### src/design/lhr_pkg.sv
// Purpose: constants and carriers for the lin slave header receiver
// Assumes: 250 MHz ref_clk, AHB-Lite register port, 16x oversampling
// Notes: offsets are byte addresses; one register per aligned word
// Operation
// - valid header sets header seen, loads identifier, may interrupt
// - bad identifier parity sets parity error with header seen, may interrupt
// - identifier is third character counting break; parity in top two bits
// - header error requests interrupt when receive interrupt enabled
// - header error clears only by status access then data read
// - short delimiter, bad synch byte, framing or timeout set header error
// - header longer than 57 bit times times out; 57 or less does not
// - timeout starts at break; stops on identifier, other error, flag clear
// - synch timeout with resync blocks with flag set; else restart search
// - muted synch error or timeout flags error, stays muted, seeks header
// - muted framing error on ordinary character is dropped silently
// - valid break, synch, identifier and no timeout wake from mute
// - resync counts clocks over five falling edges, loads divider
// - receiver halts and stores nothing during synch measurement
// - nominal, measured and active dividers are kept separately
// - software nominal write wins over measured load in same cycle
// - whole synch deviation above 14.45 percent flags error
// - single interval shorter by over 17.19 percent flags error
// - reload bit or baud write reloads nominal divider
// - reload bit during break or synch is cleared and ignored
// - resync also flags deviation and measurement overflow
// - break is 10 or 11 low bits followed by delimiter
// - 16 samples per bit, majority of 8th, 9th and 10th
package lhr_pkg;
  localparam int unsigned DIV_W = 16;
  localparam int unsigned SM_W = 19;
  localparam logic [3:0] OVS_LAST = 4'hf;
  localparam logic [3:0] SMP_A = 4'h7;
  localparam logic [3:0] SMP_C = 4'h9;
  localparam logic [4:0] DELIM_MIN = 5'h10;
  localparam logic [4:0] BRK_EXTRA = 5'h0f;
  localparam logic [9:0] HDR_LIMIT = 10'h390;
  localparam logic [7:0] SYNCH_BYTE = 8'h55;
  localparam logic [5:0] D1_NUM = 6'h25;
  localparam logic [5:0] D2_NUM = 6'h2c;
  localparam logic [15:0] DIV_RST = 16'h0010;
  localparam logic [7:0] OFF_STATUS = 8'h00;
  localparam logic [7:0] OFF_DATA = 8'h04;
  localparam logic [7:0] OFF_BAUD1 = 8'h08;
  localparam logic [7:0] OFF_BAUD2 = 8'h0c;
  localparam logic [7:0] OFF_CTRL = 8'h10;
  localparam logic [7:0] OFF_LFLAG = 8'h14;
  localparam logic [7:0] OFF_DIV = 8'h18;
  localparam int unsigned LF_HSEEN = 0;
  localparam int unsigned LF_SYNCH = 1;
  localparam logic [11:0] CTRL_RST = 12'h000;

  typedef struct packed {
    logic receive_irq_enable;
    logic parity_irq_enable;
    logic header_irq_enable;
    logic receiver_enable;
    logic transmitter_enable;
    logic divider_reload_select;
    logic receiver_mute;
    logic break_length_select;
    logic parity_check_enable;
    logic auto_resync_enable;
    logic slave_select;
    logic bus_protocol_enable;
  } lhr_ctrl_s;

  typedef struct packed {
    logic [DIV_W-1:0] div;
    logic dev_err;
    logic ovf;
  } lhr_meas_s;

  typedef enum logic [5:0] {
    H_IDLE = 6'h01,
    H_BRK = 6'h02,
    H_DELIM = 6'h04,
    H_SYNC = 6'h08,
    H_ID = 6'h10,
    H_BLOCK = 6'h20
  } lhr_hdr_e;

  typedef enum logic [3:0] {
    R_IDLE = 4'h1,
    R_START = 4'h2,
    R_DATA = 4'h4,
    R_STOP = 4'h8
  } lhr_rx_e;
endpackage : lhr_pkg

### src/design/lhr_top.sv
// Purpose: lin slave header receiver with auto resync and AHB-Lite registers
// Assumes: receive_line synchronous to ref_clk; single word transfers
// Notes: zero wait-state slave, always OKAY
`timescale 1ns/100ps
module lhr_top
  import lhr_pkg::*;
(
  input wire logic ref_clk,
  input wire logic rstn,
  input wire logic hsel,
  input wire logic [31:0] haddr,
  input wire logic [1:0] htrans,
  input wire logic hwrite,
  input wire logic [2:0] hsize,
  input wire logic [31:0] hwdata,
  input wire logic hready,
  output logic [31:0] hrdata,
  output logic hreadyout,
  output logic hresp,
  input wire logic receive_line,
  output logic irq_req
);
  // ---------------------------------------------------------------
  // state
  // ---------------------------------------------------------------
  lhr_ctrl_s ctrl_q;
  lhr_hdr_e hdr_q;
  lhr_rx_e rx_q;
  lhr_meas_s meas;
  logic [DIV_W-1:0] nom_q;
  logic [DIV_W-1:0] act_q;
  logic [7:0] baud2_q;
  logic [7:0] data_q;
  logic pe_q, fe_q, lhe_q, rxne_q, hseen_q, lsf_q, sr_seen_q;
  logic wr_q;
  logic [7:0] wa_q;
  logic rx_prev_q, armed_q, bit_q;
  logic [3:0] scnt_q;
  logic [2:0] bitn_q;
  logic [1:0] votes_q;
  logic [7:0] sh_q;
  logic chr_done_q, chr_fe_q;
  logic [7:0] chr_q;
  logic [4:0] lowcnt_q;
  logic brk_ok_q;
  logic [9:0] to_cnt_q;
  logic to_run_q;
  logic tick, meas_done, fall, maj;
  logic acc, rd_acc, wr_acc;
  logic [7:0] ra;
  logic [31:0] rd_data;
  logic wr_baud1, wr_baud2, wr_ctrl, wr_lflag;
  logic rx_run, auto_mode, brk_char, brk_det, hdr_ok, hdr_err, timeout, to_block;
  logic meas_start, meas_load, reload_fire, lsf_sw_clr, id_par_bad, in_hdr_rx;

  // ---------------------------------------------------------------
  // helpers
  // ---------------------------------------------------------------
  lhr_baud_tick u_tick (
    .ref_clk(ref_clk),
    .rstn(rstn),
    .div(act_q),
    .tick(tick)
  );

  lhr_synch_meas u_meas (
    .ref_clk(ref_clk),
    .rstn(rstn),
    .start(meas_start),
    .fall(fall),
    .abort(hdr_q != H_SYNC),
    .act_div(act_q),
    .done(meas_done),
    .res(meas)
  );

  // ---------------------------------------------------------------
  // bus decode
  // ---------------------------------------------------------------
  assign acc = hsel && htrans[1] && hready;
  assign rd_acc = acc && !hwrite;
  assign wr_acc = acc && hwrite;
  assign ra = haddr[7:0];
  assign wr_baud1 = wr_q && (wa_q == OFF_BAUD1);
  assign wr_baud2 = wr_q && (wa_q == OFF_BAUD2);
  assign wr_ctrl = wr_q && (wa_q == OFF_CTRL);
  assign wr_lflag = wr_q && (wa_q == OFF_LFLAG);

  always_comb begin
    rd_data = 32'h00000000;
    case (ra)
      OFF_STATUS: rd_data = {26'h0, lsf_q, hseen_q, rxne_q, lhe_q, fe_q, pe_q};
      OFF_DATA: rd_data = {24'h0, data_q};
      OFF_BAUD1: rd_data = {24'h0, act_q[7:0]};
      OFF_BAUD2: rd_data = {24'h0, act_q[15:8]};
      OFF_CTRL: rd_data = {20'h0, ctrl_q};
      OFF_LFLAG: rd_data = {30'h0, lsf_q, hseen_q};
      OFF_DIV: rd_data = {16'h0, nom_q};
      default: rd_data = 32'h00000000;
    endcase
  end

  always_ff @(posedge ref_clk) begin
    if (!rstn) begin
      wr_q <= 1'b0;
      wa_q <= 8'h00;
      hrdata <= 32'h00000000;
      hreadyout <= 1'b0;
      hresp <= 1'b0;
    end else begin
      wr_q <= wr_acc;
      wa_q <= ra;
      hreadyout <= 1'b1;
      hresp <= 1'b0;
      if (rd_acc) hrdata <= rd_data;
    end
  end

  // ---------------------------------------------------------------
  // control register
  // ---------------------------------------------------------------
  assign auto_mode = ctrl_q.bus_protocol_enable && ctrl_q.slave_select && ctrl_q.auto_resync_enable;
  assign in_hdr_rx = (hdr_q == H_BRK) || (hdr_q == H_DELIM) || (hdr_q == H_SYNC);

  always_ff @(posedge ref_clk) begin
    if (!rstn) begin
      ctrl_q <= CTRL_RST;
    end else begin
      if (wr_ctrl) ctrl_q <= hwdata[11:0];
      if (in_hdr_rx && ctrl_q.divider_reload_select) ctrl_q.divider_reload_select <= 1'b0;
      else if (reload_fire) ctrl_q.divider_reload_select <= 1'b0;
      if (hdr_ok) ctrl_q.receiver_mute <= 1'b0;
    end
  end

  // ---------------------------------------------------------------
  // dividers
  // ---------------------------------------------------------------
  assign reload_fire = ctrl_q.divider_reload_select && (hdr_q == H_IDLE) && (rx_q == R_IDLE)
                       && tick && armed_q && !receive_line;

  always_ff @(posedge ref_clk) begin
    if (!rstn) begin
      baud2_q <= 8'h00;
      nom_q <= DIV_RST;
      act_q <= DIV_RST;
    end else begin
      if (wr_baud2) baud2_q <= hwdata[7:0];
      if (wr_baud1) begin
        nom_q <= {baud2_q, hwdata[7:0]};
        act_q <= {baud2_q, hwdata[7:0]};
      end else if (meas_load) begin
        act_q <= meas.div;
      end else if (reload_fire) begin
        act_q <= nom_q;
      end
    end
  end

  // ---------------------------------------------------------------
  // character receiver
  // ---------------------------------------------------------------
  assign fall = rx_prev_q && !receive_line;
  assign maj = ({1'b0, votes_q} + {2'b00, receive_line}) >= 3'h2;
  assign rx_run = ctrl_q.receiver_enable && ctrl_q.bus_protocol_enable
                  && !(hdr_q == H_SYNC && auto_mode);

  always_ff @(posedge ref_clk) begin
    if (!rstn) begin
      rx_q <= R_IDLE;
      rx_prev_q <= 1'b1;
      armed_q <= 1'b0;
      bit_q <= 1'b1;
      scnt_q <= 4'h0;
      bitn_q <= 3'h0;
      votes_q <= 2'h0;
      sh_q <= 8'h00;
      chr_done_q <= 1'b0;
      chr_fe_q <= 1'b0;
      chr_q <= 8'h00;
    end else begin
      rx_prev_q <= receive_line;
      chr_done_q <= 1'b0;
      if (!rx_run) begin
        rx_q <= R_IDLE;
        armed_q <= 1'b0;
      end else if (tick) begin
        if (rx_q == R_IDLE) begin
          scnt_q <= 4'h0;
          votes_q <= 2'h0;
          if (receive_line) armed_q <= 1'b1;
          else if (armed_q) begin
            rx_q <= R_START;
            armed_q <= 1'b0;
          end
        end else begin
          scnt_q <= scnt_q + 4'h1;
          if (scnt_q >= SMP_A && scnt_q < SMP_C && receive_line) votes_q <= votes_q + 2'h1;
          if (scnt_q == SMP_C) bit_q <= maj;
          if (scnt_q == OVS_LAST) votes_q <= 2'h0;
          case (rx_q)
            R_START: begin
              if (scnt_q == OVS_LAST) begin
                rx_q <= bit_q ? R_IDLE : R_DATA;
                bitn_q <= 3'h0;
              end
            end
            R_DATA: begin
              if (scnt_q == OVS_LAST) begin
                sh_q <= {bit_q, sh_q[7:1]};
                bitn_q <= bitn_q + 3'h1;
                if (bitn_q == 3'h7) rx_q <= R_STOP;
              end
            end
            R_STOP: begin
              if (scnt_q == SMP_C) begin
                chr_done_q <= 1'b1;
                chr_q <= sh_q;
                chr_fe_q <= !maj;
                rx_q <= R_IDLE;
              end
            end
            default: rx_q <= R_IDLE;
          endcase
        end
      end
    end
  end

  // ---------------------------------------------------------------
  // header sequencing
  // ---------------------------------------------------------------
  assign brk_char = chr_done_q && chr_fe_q && (chr_q == 8'h00);
  assign brk_det = ((hdr_q == H_IDLE) && brk_char && !ctrl_q.break_length_select)
                   || ((hdr_q == H_BRK) && tick && !receive_line && !brk_ok_q
                       && (lowcnt_q == BRK_EXTRA));
  assign timeout = to_run_q && tick && (to_cnt_q == HDR_LIMIT);
  assign to_block = timeout && (hdr_q == H_SYNC) && auto_mode;
  assign meas_start = (hdr_q == H_DELIM) && fall && (lowcnt_q >= DELIM_MIN) && auto_mode;
  assign meas_load = (hdr_q == H_SYNC) && auto_mode && meas_done && !meas.dev_err && !meas.ovf;
  assign id_par_bad = (chr_q[6] != (chr_q[0] ^ chr_q[1] ^ chr_q[2] ^ chr_q[4]))
                      || (chr_q[7] != !(chr_q[1] ^ chr_q[3] ^ chr_q[4] ^ chr_q[5]));
  assign hdr_ok = (hdr_q == H_ID) && chr_done_q && !chr_fe_q;
  assign lsf_sw_clr = wr_lflag && !hwdata[LF_SYNCH] && lsf_q && (hdr_q == H_SYNC);

  always_comb begin
    hdr_err = 1'b0;
    case (hdr_q)
      H_DELIM: hdr_err = fall && (lowcnt_q < DELIM_MIN);
      H_SYNC: begin
        if (auto_mode) hdr_err = meas_done && (meas.dev_err || meas.ovf);
        else hdr_err = chr_done_q && (chr_fe_q || chr_q != SYNCH_BYTE);
      end
      H_ID: hdr_err = chr_done_q && chr_fe_q;
      default: hdr_err = 1'b0;
    endcase
  end

  always_ff @(posedge ref_clk) begin
    if (!rstn) begin
      hdr_q <= H_IDLE;
      lowcnt_q <= 5'h00;
      brk_ok_q <= 1'b0;
    end else if (!(ctrl_q.bus_protocol_enable && ctrl_q.slave_select)) begin
      hdr_q <= H_IDLE;
    end else if (timeout && !hdr_ok) begin
      hdr_q <= to_block ? H_BLOCK : H_IDLE;
    end else if (hdr_err) begin
      hdr_q <= H_IDLE;
    end else begin
      case (hdr_q)
        H_IDLE: begin
          if (brk_char) begin
            hdr_q <= H_BRK;
            lowcnt_q <= 5'h00;
            brk_ok_q <= !ctrl_q.break_length_select;
          end
        end
        H_BRK: begin
          if (tick) begin
            if (!receive_line) begin
              if (lowcnt_q != BRK_EXTRA) lowcnt_q <= lowcnt_q + 5'h01;
              else brk_ok_q <= 1'b1;
            end else begin
              hdr_q <= brk_ok_q ? H_DELIM : H_IDLE;
              lowcnt_q <= 5'h01; // first high sample counts
            end
          end
        end
        H_DELIM: begin
          if (fall) hdr_q <= H_SYNC;
          else if (tick && receive_line && lowcnt_q < DELIM_MIN) lowcnt_q <= lowcnt_q + 5'h01;
        end
        H_SYNC: begin
          if (meas_load || (!auto_mode && chr_done_q)) hdr_q <= H_ID;
        end
        H_ID: begin
          if (chr_done_q) hdr_q <= H_IDLE;
        end
        H_BLOCK: begin
          if (!lsf_q) hdr_q <= H_IDLE;
        end
        default: hdr_q <= H_IDLE;
      endcase
    end
  end

  // ---------------------------------------------------------------
  // header time-out
  // ---------------------------------------------------------------
  always_ff @(posedge ref_clk) begin
    if (!rstn) begin
      to_run_q <= 1'b0;
      to_cnt_q <= 10'h000;
    end else if (brk_det) begin
      to_run_q <= 1'b1;
      to_cnt_q <= 10'h000;
    end else if (hdr_ok || hdr_err || timeout || lsf_sw_clr) begin
      to_run_q <= 1'b0;
    end else if (to_run_q && tick) begin
      to_cnt_q <= to_cnt_q + 10'h001;
    end
  end

  // ---------------------------------------------------------------
  // flags and data
  // ---------------------------------------------------------------
  always_ff @(posedge ref_clk) begin
    if (!rstn) begin
      pe_q <= 1'b0;
      fe_q <= 1'b0;
      lhe_q <= 1'b0;
      rxne_q <= 1'b0;
      hseen_q <= 1'b0;
      lsf_q <= 1'b0;
      sr_seen_q <= 1'b0;
      data_q <= 8'h00;
    end else begin
      if (acc && ra == OFF_STATUS) sr_seen_q <= 1'b1;
      else if (rd_acc && ra == OFF_DATA) sr_seen_q <= 1'b0;
      if (rd_acc && ra == OFF_DATA) begin
        rxne_q <= 1'b0;
        if (sr_seen_q) begin
          lhe_q <= 1'b0;
          pe_q <= 1'b0;
          fe_q <= 1'b0;
        end
      end
      if (wr_lflag && !hwdata[LF_HSEEN]) hseen_q <= 1'b0;
      if (wr_lflag && !hwdata[LF_SYNCH]) lsf_q <= 1'b0;
      if (brk_det) lsf_q <= 1'b1;
      if (to_block) lsf_q <= 1'b1;
      else if ((hdr_q == H_SYNC) && (meas_load || (!auto_mode && chr_done_q && !hdr_err))) lsf_q <= 1'b0;
      if (hdr_err || timeout && !hdr_ok) lhe_q <= 1'b1;
      if (hdr_ok) begin
        hseen_q <= 1'b1;
        data_q <= chr_q;
        if (ctrl_q.parity_check_enable && id_par_bad) pe_q <= 1'b1;
      end
      if ((hdr_q == H_IDLE) && chr_done_q && !brk_char && !ctrl_q.receiver_mute) begin
        data_q <= chr_q;
        rxne_q <= 1'b1;
        if (chr_fe_q) fe_q <= 1'b1;
      end
    end
  end

  // ---------------------------------------------------------------
  // interrupt request
  // ---------------------------------------------------------------
  always_ff @(posedge ref_clk) begin
    if (!rstn) begin
      irq_req <= 1'b0;
    end else begin
      irq_req <= (hseen_q && ctrl_q.header_irq_enable)
                 || (pe_q && ctrl_q.parity_irq_enable)
                 || ((lhe_q || rxne_q) && ctrl_q.receive_irq_enable);
    end
  end
endmodule : lhr_top

### src/design/lhr_baud_tick.sv
// Purpose: sixteenth-bit sample strobe from the active divider
// Assumes: divider holds clocks per bit
// Notes: divider below 16 runs at one sample per clock
`timescale 1ns/100ps
module lhr_baud_tick
  import lhr_pkg::*;
(
  input wire logic ref_clk,
  input wire logic rstn,
  input wire logic [DIV_W-1:0] div,
  output logic tick
);
  logic [DIV_W-5:0] cnt_q;
  logic [DIV_W-5:0] top;

  assign top = (div[DIV_W-1:4] == '0) ? {{(DIV_W-5){1'b0}}, 1'b1} : div[DIV_W-1:4];

  always_ff @(posedge ref_clk) begin
    if (!rstn) begin
      cnt_q <= '0;
      tick <= 1'b0;
    end else if (cnt_q >= top - {{(DIV_W-5){1'b0}}, 1'b1}) begin
      cnt_q <= '0;
      tick <= 1'b1;
    end else begin
      cnt_q <= cnt_q + {{(DIV_W-5){1'b0}}, 1'b1};
      tick <= 1'b0;
    end
  end
endmodule : lhr_baud_tick

### src/design/lhr_synch_meas.sv
// Purpose: synch field timing over five falling edges
// Assumes: start marks the first falling edge of the synch byte
// Notes: result and done are registered
`timescale 1ns/100ps
module lhr_synch_meas
  import lhr_pkg::*;
(
  input wire logic ref_clk,
  input wire logic rstn,
  input wire logic start,
  input wire logic fall,
  input wire logic abort,
  input wire logic [DIV_W-1:0] act_div,
  output logic done,
  output lhr_meas_s res
);
  logic busy_q;
  logic ovf_q;
  logic d2_q;
  logic [2:0] edges_q;
  logic [SM_W-1:0] sm_q;
  logic [SM_W-1:0] ivl_q;
  logic [SM_W-1:0] ref8;
  logic [SM_W-1:0] dif;
  logic [SM_W+5:0] tol1;
  logic [SM_W+5:0] two;
  logic [SM_W-1:0] imin;
  logic short_ivl;

  always_comb begin
    ref8 = {act_div, 3'h0};
    dif = (sm_q > ref8) ? sm_q - ref8 : ref8 - sm_q;
    tol1 = ({6'h00, ref8} * {19'h00000, D1_NUM}) >> 8;
    two = {8'h00, act_div, 1'b0};
    imin = two[SM_W-1:0] - SM_W'((two * {19'h00000, D2_NUM}) >> 8);
    short_ivl = fall && (ivl_q < imin);
  end

  always_ff @(posedge ref_clk) begin
    if (!rstn) begin
      busy_q <= 1'b0;
      ovf_q <= 1'b0;
      d2_q <= 1'b0;
      edges_q <= 3'h0;
      sm_q <= '0;
      ivl_q <= '0;
      done <= 1'b0;
      res <= '0;
    end else begin
      done <= 1'b0;
      if (start) begin
        busy_q <= 1'b1;
        ovf_q <= 1'b0;
        d2_q <= 1'b0;
        edges_q <= 3'h1;
        sm_q <= {{(SM_W-1){1'b0}}, 1'b1}; // start edge cycle counts
        ivl_q <= {{(SM_W-1){1'b0}}, 1'b1};
      end else if (abort) begin
        busy_q <= 1'b0;
      end else if (busy_q) begin
        if (&sm_q) ovf_q <= 1'b1;
        else sm_q <= sm_q + 1'b1;
        ivl_q <= ivl_q + 1'b1;
        if (fall) begin
          ivl_q <= {{(SM_W-1){1'b0}}, 1'b1};
          d2_q <= d2_q | short_ivl;
          edges_q <= edges_q + 3'h1;
          if (edges_q == 3'h4) begin
            busy_q <= 1'b0;
            done <= 1'b1;
            res.div <= sm_q[SM_W-1:3];
            res.ovf <= ovf_q | (&sm_q);
            res.dev_err <= d2_q | short_ivl | (dif > tol1[SM_W-1:0]);
          end
        end
      end
    end
  end
endmodule : lhr_synch_meas

### config.mk
export PLATFORM = sky130hd
export DESIGN_NAME = lhr_top
export DESIGN_NICKNAME = d
export VERILOG_FILES = /design/src/design/lhr_pkg.sv /design/src/design/lhr_top.sv /design/src/design/lhr_baud_tick.sv /design/src/design/lhr_synch_meas.sv
export SDC_FILE = /design/constraint.sdc
export NUM_CORES = 1
export LEC_CHECK = 0
export ABC_CLOCK_PERIOD_IN_PS = 13700
export BUFFER_PORTS_ARGS = -buffer_cell sky130_fd_sc_hd__buf_2
export CAP_MARGIN = 15
export CORE_ASPECT_RATIO = 1.5
export CORE_UTILIZATION = 45
export CTS_CLUSTER_DIAMETER = 200
export DETAILED_ROUTE_END_ITERATION = 8
export GPL_TIMING_DRIVEN = 0
export HOLD_SLACK_MARGIN = 0.15
export PLACE_DENSITY = 0.64
export SLEW_MARGIN = 20
export SYNTH_ARGS = -nofsm -noshare
export SYNTH_HDL_FRONTEND = slang
export SYNTH_HIERARCHICAL = 1
export SYNTH_SLANG_ARGS = --single-unit
### constraint.sdc
create_clock -name ref_clk -period 13.7 [get_ports ref_clk]
set_input_delay 2.74 -clock ref_clk [delete_from_list [all_inputs] [get_ports ref_clk]]
set_output_delay 2.74 -clock ref_clk [all_outputs]
set_load 0.02 [all_outputs]
==> results by stage <==
Final layout:
- The fraction of final layout cells sized beyond drive strength 1 is 0.0843.
- The area of all placed cells without fillers is approximately 18000 um^2.
- The layout has around 3500 filler cells.
- The number of nets in the final layout is roughly 2400.
- The synthesis-to-finish area growth is 9.94%.
- The number of antenna diodes in the final layout is 0.
- Registers take 4540 um^2.
- The combined area of the multi-input logic cells is roughly 11000 um^2.

Timing:
- For the pin with the worst max-slew slack, the measured transition is about 1200 ps.
- The count of final setup violators is 0.
- The clock skew after layout is between 15 and 20 ps.
- The total negative setup slack is 0 ps.
- Of the available clock period, the critical path in the final layout requires 0.509.
- Setup repair after global routing left no endpoint under its margin.
- The final number of hold-violating endpoints came to 0.
- The number of slew-limit violations in the final report was 0.
- The highest achievable clock rate is about 140 MHz.
- The final critical path time including I/O delays and setup is between 6000 and 7000 ps.
- The worst relative slew slack is 0.225.

Place:
- At the end of routability-driven placement, the weighted congestion stood at ~0.94.
- Summing all placed instances gives a cell area of between 15000 and 20000 um^2.
- Detailed placement finished with a half-perimeter wire length of a little under 40000 um.
- The count of input and output buffers is 43.

Floorplan:
- The floorplan step defined a die boundary enclosing between 30000 and 40000 um^2.
- The standard-cell row count is 86.
- For this configuration, the core starts out at a cell density of 0.457.
- The overall die width is roughly 160 um.
- The die is ~240 um tall.
- During I/O placement, the number of pins put on the boundary was 110.
- The core footprint is between 30000 and 40000 um^2.

Power:
- VDD sags by at most a little over 0.00009 V.
- Summed over all cells, the static leakage comes to slightly below 8 nW.
- The power density relative to cell area is around 74 nW/um^2.

Detailed routing:
- The via count of the routed design is 14700.
- The total wire length is about 49000 um.
- In the routed design, unresolved DRC markers number 0.
- The first routing iteration left between 800 and 900 violations.
- The detail route stage leaves a number of antenna-violating nets equal to 0.
- The mean routed wirelength per cell is 19.0 um.
- The via density per instance is roughly 5.7.
- The first detailed-routing pass ran for 5 iterations.

Synthesis:
- The number of distinct library cells after synthesis is 94.
- The cell taking the most area after synthesis is sky130_fd_sc_hd__dfxtp_1.
- The post-synthesis average cell area is 8.33 um^2.
- The share of synthesized area in the top cell type comes to 0.271.
- Of the synthesized area, sequential elements account for 0.271.
- The synthesized design contains 0 enable-type register cells.
- After synthesis the cells add up to approximately 17000 um^2.
- The primary flip-flop cell chosen by synthesis mapping is sky130_fd_sc_hd__dfxtp_1.
- The share of async-settable or async-resettable flops after synthesis is 0.
- For this run, the number of Yosys warnings is 6.
- After synthesis the netlist holds a flip-flop and latch count of between 200 and 250.
- After synthesis, the cell types taking the most area are sky130_fd_sc_hd__dfxtp_1 27%, sky130_fd_sc_hd__ha_1 13%, sky130_fd_sc_hd__mux2i_1 4.7%.
- The synthesized netlist cell count is approximately 2000.

GRT:
- The global routing usage summed across all routing layers is 0.260.
- The maximum number of pins on one net before global-route repair is 17.
- The via count of the first global-routing pass came to roughly 15000.
- The number of antenna violations at the first check in global routing is 0.
- The first global-routing pass estimated roughly 78000 um of wire.
- The overall overflow remaining after global route is 0.

Setup path:
- The data required time of the critical path is about 14000 ps.
- Data on the critical path arrives at its endpoint at between 7000 and 8000 ps.
- STA classifies the critical path startpoint as a flip-flop.
- The kind of capture point of the worst setup path is a flip-flop.
- The highest fanout seen on the critical path is 11.
- The critical path is of the flip-flop to flip-flop type.

Outcome:
- The run finished with clean final reports.

CTS:
- Hold repair after CTS inserted 0 buffers.
- CTS placed an instance of sky130_fd_sc_hd__clkbuf_16 at the clock tree root.
- The number of clock buffers added by TritonCTS is 22.
- The TritonCTS clock tree is done.
- The number of clock sinks is around 230.
- The clock latency of the later-clocked register in the worst-skew pair is about 530 ps.
- Buffers added to address setup during post-CTS repair amount to 0.
- The number of gates resized after cts is 0.
- The worst-case clock buffer depth is 3.
- Clock-pin slew was measured on the worst setup and hold paths at around 70 ps.
- In this run the number of H-tree levels came out at 1.

Worst hold path:
- The worst min-delay path class is flip-flop to flip-flop.

Flow run:
- The tool flagged a number of max-cap violations equal to 0.
## metal layers
layer  global-route usage  vias up  routed length [um]
met3               0.0220      149                1560
met5                    0        -                   0
met1                0.267     6983               18600
met2                0.494      340               25700
li1                     -     7197                   -
met4                0.183        0                3550
## report_power, final
part | switching (mW) | internal [mW] | total [mW]
logic | 0.0360 | 0.0179 | 0.0540
clock network | 0.271 | 0.383 | 0.655
registers | 0.000871 | 0.661 | 0.662
## metrics by stage
| stage | instances | hold slack [ps] | setup WS, ps | util | total power, mW |
|---|---|---|---|---|---|
| 5_1_grt | 2596 | 477 | 6310 | 0.503 | 1.41 |
| 6_report | 2596 | 459 | 6730 | 0.503 | 1.37 |
| 2_1_floorplan | 2030 | 435 | 8040 | - | 0.709 |
| 3_3_place_gp | 2557 | 439 | 6790 | 0.481 | 0.730 |
| 3_5_place_dp | 2557 | 448 | 6730 | 0.482 | 0.730 |
| 4_1_cts | 2596 | 464 | 6740 | 0.503 | 1.38 |
## Yosys cell counts (5+ instances only)
library cell               number
sky130_fd_sc_hd__o211ai_1       7
sky130_fd_sc_hd__o21ai_1        5
sky130_fd_sc_hd__o21bai_1      11
sky130_fd_sc_hd__a21o_1        25
sky130_fd_sc_hd__nand4_1       27
sky130_fd_sc_hd__o21ai_0      100
sky130_fd_sc_hd__or4_1         12
sky130_fd_sc_hd__nor2b_1       67
sky130_fd_sc_hd__o31ai_1        8
sky130_fd_sc_hd__buf_1          5
sky130_fd_sc_hd__nor4b_1        6
sky130_fd_sc_hd__clkbuf_1      52
sky130_fd_sc_hd__nor4_1        13
sky130_fd_sc_hd__dfxtp_1      227
sky130_fd_sc_hd__nor2_1       107
sky130_fd_sc_hd__a22oi_1       10
sky130_fd_sc_hd__nand3_1       80
sky130_fd_sc_hd__inv_1        168
sky130_fd_sc_hd__buf_2         13
sky130_fd_sc_hd__ha_1         176
sky130_fd_sc_hd__buf_4         18
sky130_fd_sc_hd__a21oi_2        5
sky130_fd_sc_hd__nand4b_1       5
sky130_fd_sc_hd__a31oi_1       21
sky130_fd_sc_hd__nand2b_1      19
sky130_fd_sc_hd__and3_1        12
sky130_fd_sc_hd__a21oi_1       93
sky130_fd_sc_hd__mux2i_1       79
sky130_fd_sc_hd__nor3_1        59
sky130_fd_sc_hd__or2_2         14
sky130_fd_sc_hd__or3_1         12
sky130_fd_sc_hd__nand2_1      191
sky130_fd_sc_hd__o21a_1        22
sky130_fd_sc_hd__and2_1        26
sky130_fd_sc_hd__xor2_1        45
sky130_fd_sc_hd__mux2_2         5
sky130_fd_sc_hd__fa_1          26
sky130_fd_sc_hd__xnor2_1       66
sky130_fd_sc_hd__a21boi_0      44
sky130_fd_sc_hd__nor3b_1       12
sky130_fd_sc_hd__nand3b_1       7
sky130_fd_sc_hd__a211oi_1      10
## sequential cells by signal, indices dropped and copies added, names as in the netlist, 4 cells and up
signal,count
u_meas/res,18
u_tick/cnt_q,12
chr_q,8
hrdata,16
sh_q,8
nom_q,16
scnt_q,4
act_q,16
lowcnt_q,5
data_q,8
rx_q,4
wa_q,8
u_meas/sm_q,19
to_cnt_q,10
u_meas/ivl_q,19
hdr_q,6
baud2_q,8
ctrl_q,12
## area by class of cell
class | instances | share of cell area
buffer | 91 | 0.0243
sequential | 227 | 0.246
clock inverter | 13 | 0.0100
timing repair buffer | 43 | 0.0117
multi-input combinational | 1543 | 0.609
clock buffer | 26 | 0.0317
tap | 484 | 0.0328
inverter | 169 | 0.0344
## worst paths after layout
path	from	end	slack [ps]	cells past startpoint
max	act_q[5]	u_meas/res[1]	6730	27
min	hrdata[6]	hrdata[6]	460	2
max reg2reg	act_q[5]	u_meas/res[1]	6730	27
min reg2reg	hrdata[6]	hrdata[6]	460	2
## critical path, cell delays in order, from the launching register on
cell and delay [ps]:
sky130_fd_sc_hd__dfxtp_1 800, sky130_fd_sc_hd__inv_1 290, sky130_fd_sc_hd__fa_1 600, sky130_fd_sc_hd__inv_1 40
sky130_fd_sc_hd__ha_1 290, sky130_fd_sc_hd__o21ai_0 90, sky130_fd_sc_hd__a21oi_1 100, sky130_fd_sc_hd__o21ai_1 310
sky130_fd_sc_hd__a21oi_1 150, sky130_fd_sc_hd__a21oi_1 240, sky130_fd_sc_hd__nor2b_1 90, sky130_fd_sc_hd__o21a_1 180
sky130_fd_sc_hd__or2_2 290, sky130_fd_sc_hd__ha_1 380, sky130_fd_sc_hd__nand3_1 100, sky130_fd_sc_hd__nor4b_1 420
sky130_fd_sc_hd__o2111ai_1 250, sky130_fd_sc_hd__a31oi_1 190, sky130_fd_sc_hd__o21ai_1 110, sky130_fd_sc_hd__a21oi_1 160
sky130_fd_sc_hd__a31oi_1 80, sky130_fd_sc_hd__ha_1 350, sky130_fd_sc_hd__nand2_1 90, sky130_fd_sc_hd__a2111o_1 290
sky130_fd_sc_hd__a31oi_1 190, sky130_fd_sc_hd__o21ai_0 290, sky130_fd_sc_hd__nor4_1 350, sky130_fd_sc_hd__a31oi_1 120
## kinds of logic (layout without fill, tap and decap cells)
kind of cell	Yosys count	in the layout	share of synthesized area
compound gates	428	428	0.171
fa+ha+maj	202	202	0.162
xor+xnor	111	111	0.0579
buf+inv	260	342	0.0645
simple gates	697	697	0.217
flops	227	227	0.271
other cells	1	17	0.000223
mux	88	88	0.0558
## placed cells by master (no fill, tap or decap), types with 8 or more instances in the layout
master | netlist | routed
sky130_fd_sc_hd__a31oi_1 | 21 | 21
sky130_fd_sc_hd__or4_1 | 12 | 12
sky130_fd_sc_hd__a21o_1 | 25 | 25
sky130_fd_sc_hd__o21a_1 | 22 | 22
sky130_fd_sc_hd__o21bai_1 | 11 | 11
sky130_fd_sc_hd__nand2b_1 | 19 | 19
sky130_fd_sc_hd__nor3_1 | 59 | 59
sky130_fd_sc_hd__a211oi_1 | 10 | 10
sky130_fd_sc_hd__nand2_1 | 191 | 191
sky130_fd_sc_hd__clkbuf_1 | 52 | 54
sky130_fd_sc_hd__conb_1 | 1 | 17
sky130_fd_sc_hd__xnor2_1 | 66 | 66
sky130_fd_sc_hd__and2_1 | 26 | 26
sky130_fd_sc_hd__nor2b_1 | 67 | 67
sky130_fd_sc_hd__a21boi_0 | 44 | 44
sky130_fd_sc_hd__nor4_1 | 13 | 12
sky130_fd_sc_hd__nor3b_1 | 12 | 11
sky130_fd_sc_hd__inv_1 | 168 | 168
sky130_fd_sc_hd__and3_1 | 12 | 12
sky130_fd_sc_hd__a21oi_1 | 93 | 93
sky130_fd_sc_hd__a22oi_1 | 10 | 10
sky130_fd_sc_hd__clkbuf_16 | 0 | 22
sky130_fd_sc_hd__nor2_1 | 107 | 107
sky130_fd_sc_hd__buf_2 | 13 | 56
sky130_fd_sc_hd__o31ai_1 | 8 | 8
sky130_fd_sc_hd__ha_1 | 176 | 176
sky130_fd_sc_hd__dfxtp_1 | 227 | 227
sky130_fd_sc_hd__mux2i_1 | 79 | 79
sky130_fd_sc_hd__fa_1 | 26 | 26
sky130_fd_sc_hd__buf_4 | 18 | 18
sky130_fd_sc_hd__xor2_1 | 45 | 45
sky130_fd_sc_hd__o21ai_0 | 100 | 100
sky130_fd_sc_hd__nand3_1 | 80 | 80
sky130_fd_sc_hd__or3_1 | 12 | 12
sky130_fd_sc_hd__or2_2 | 14 | 14
sky130_fd_sc_hd__nand4_1 | 27 | 27
Power figures use the tool's default switching activity.
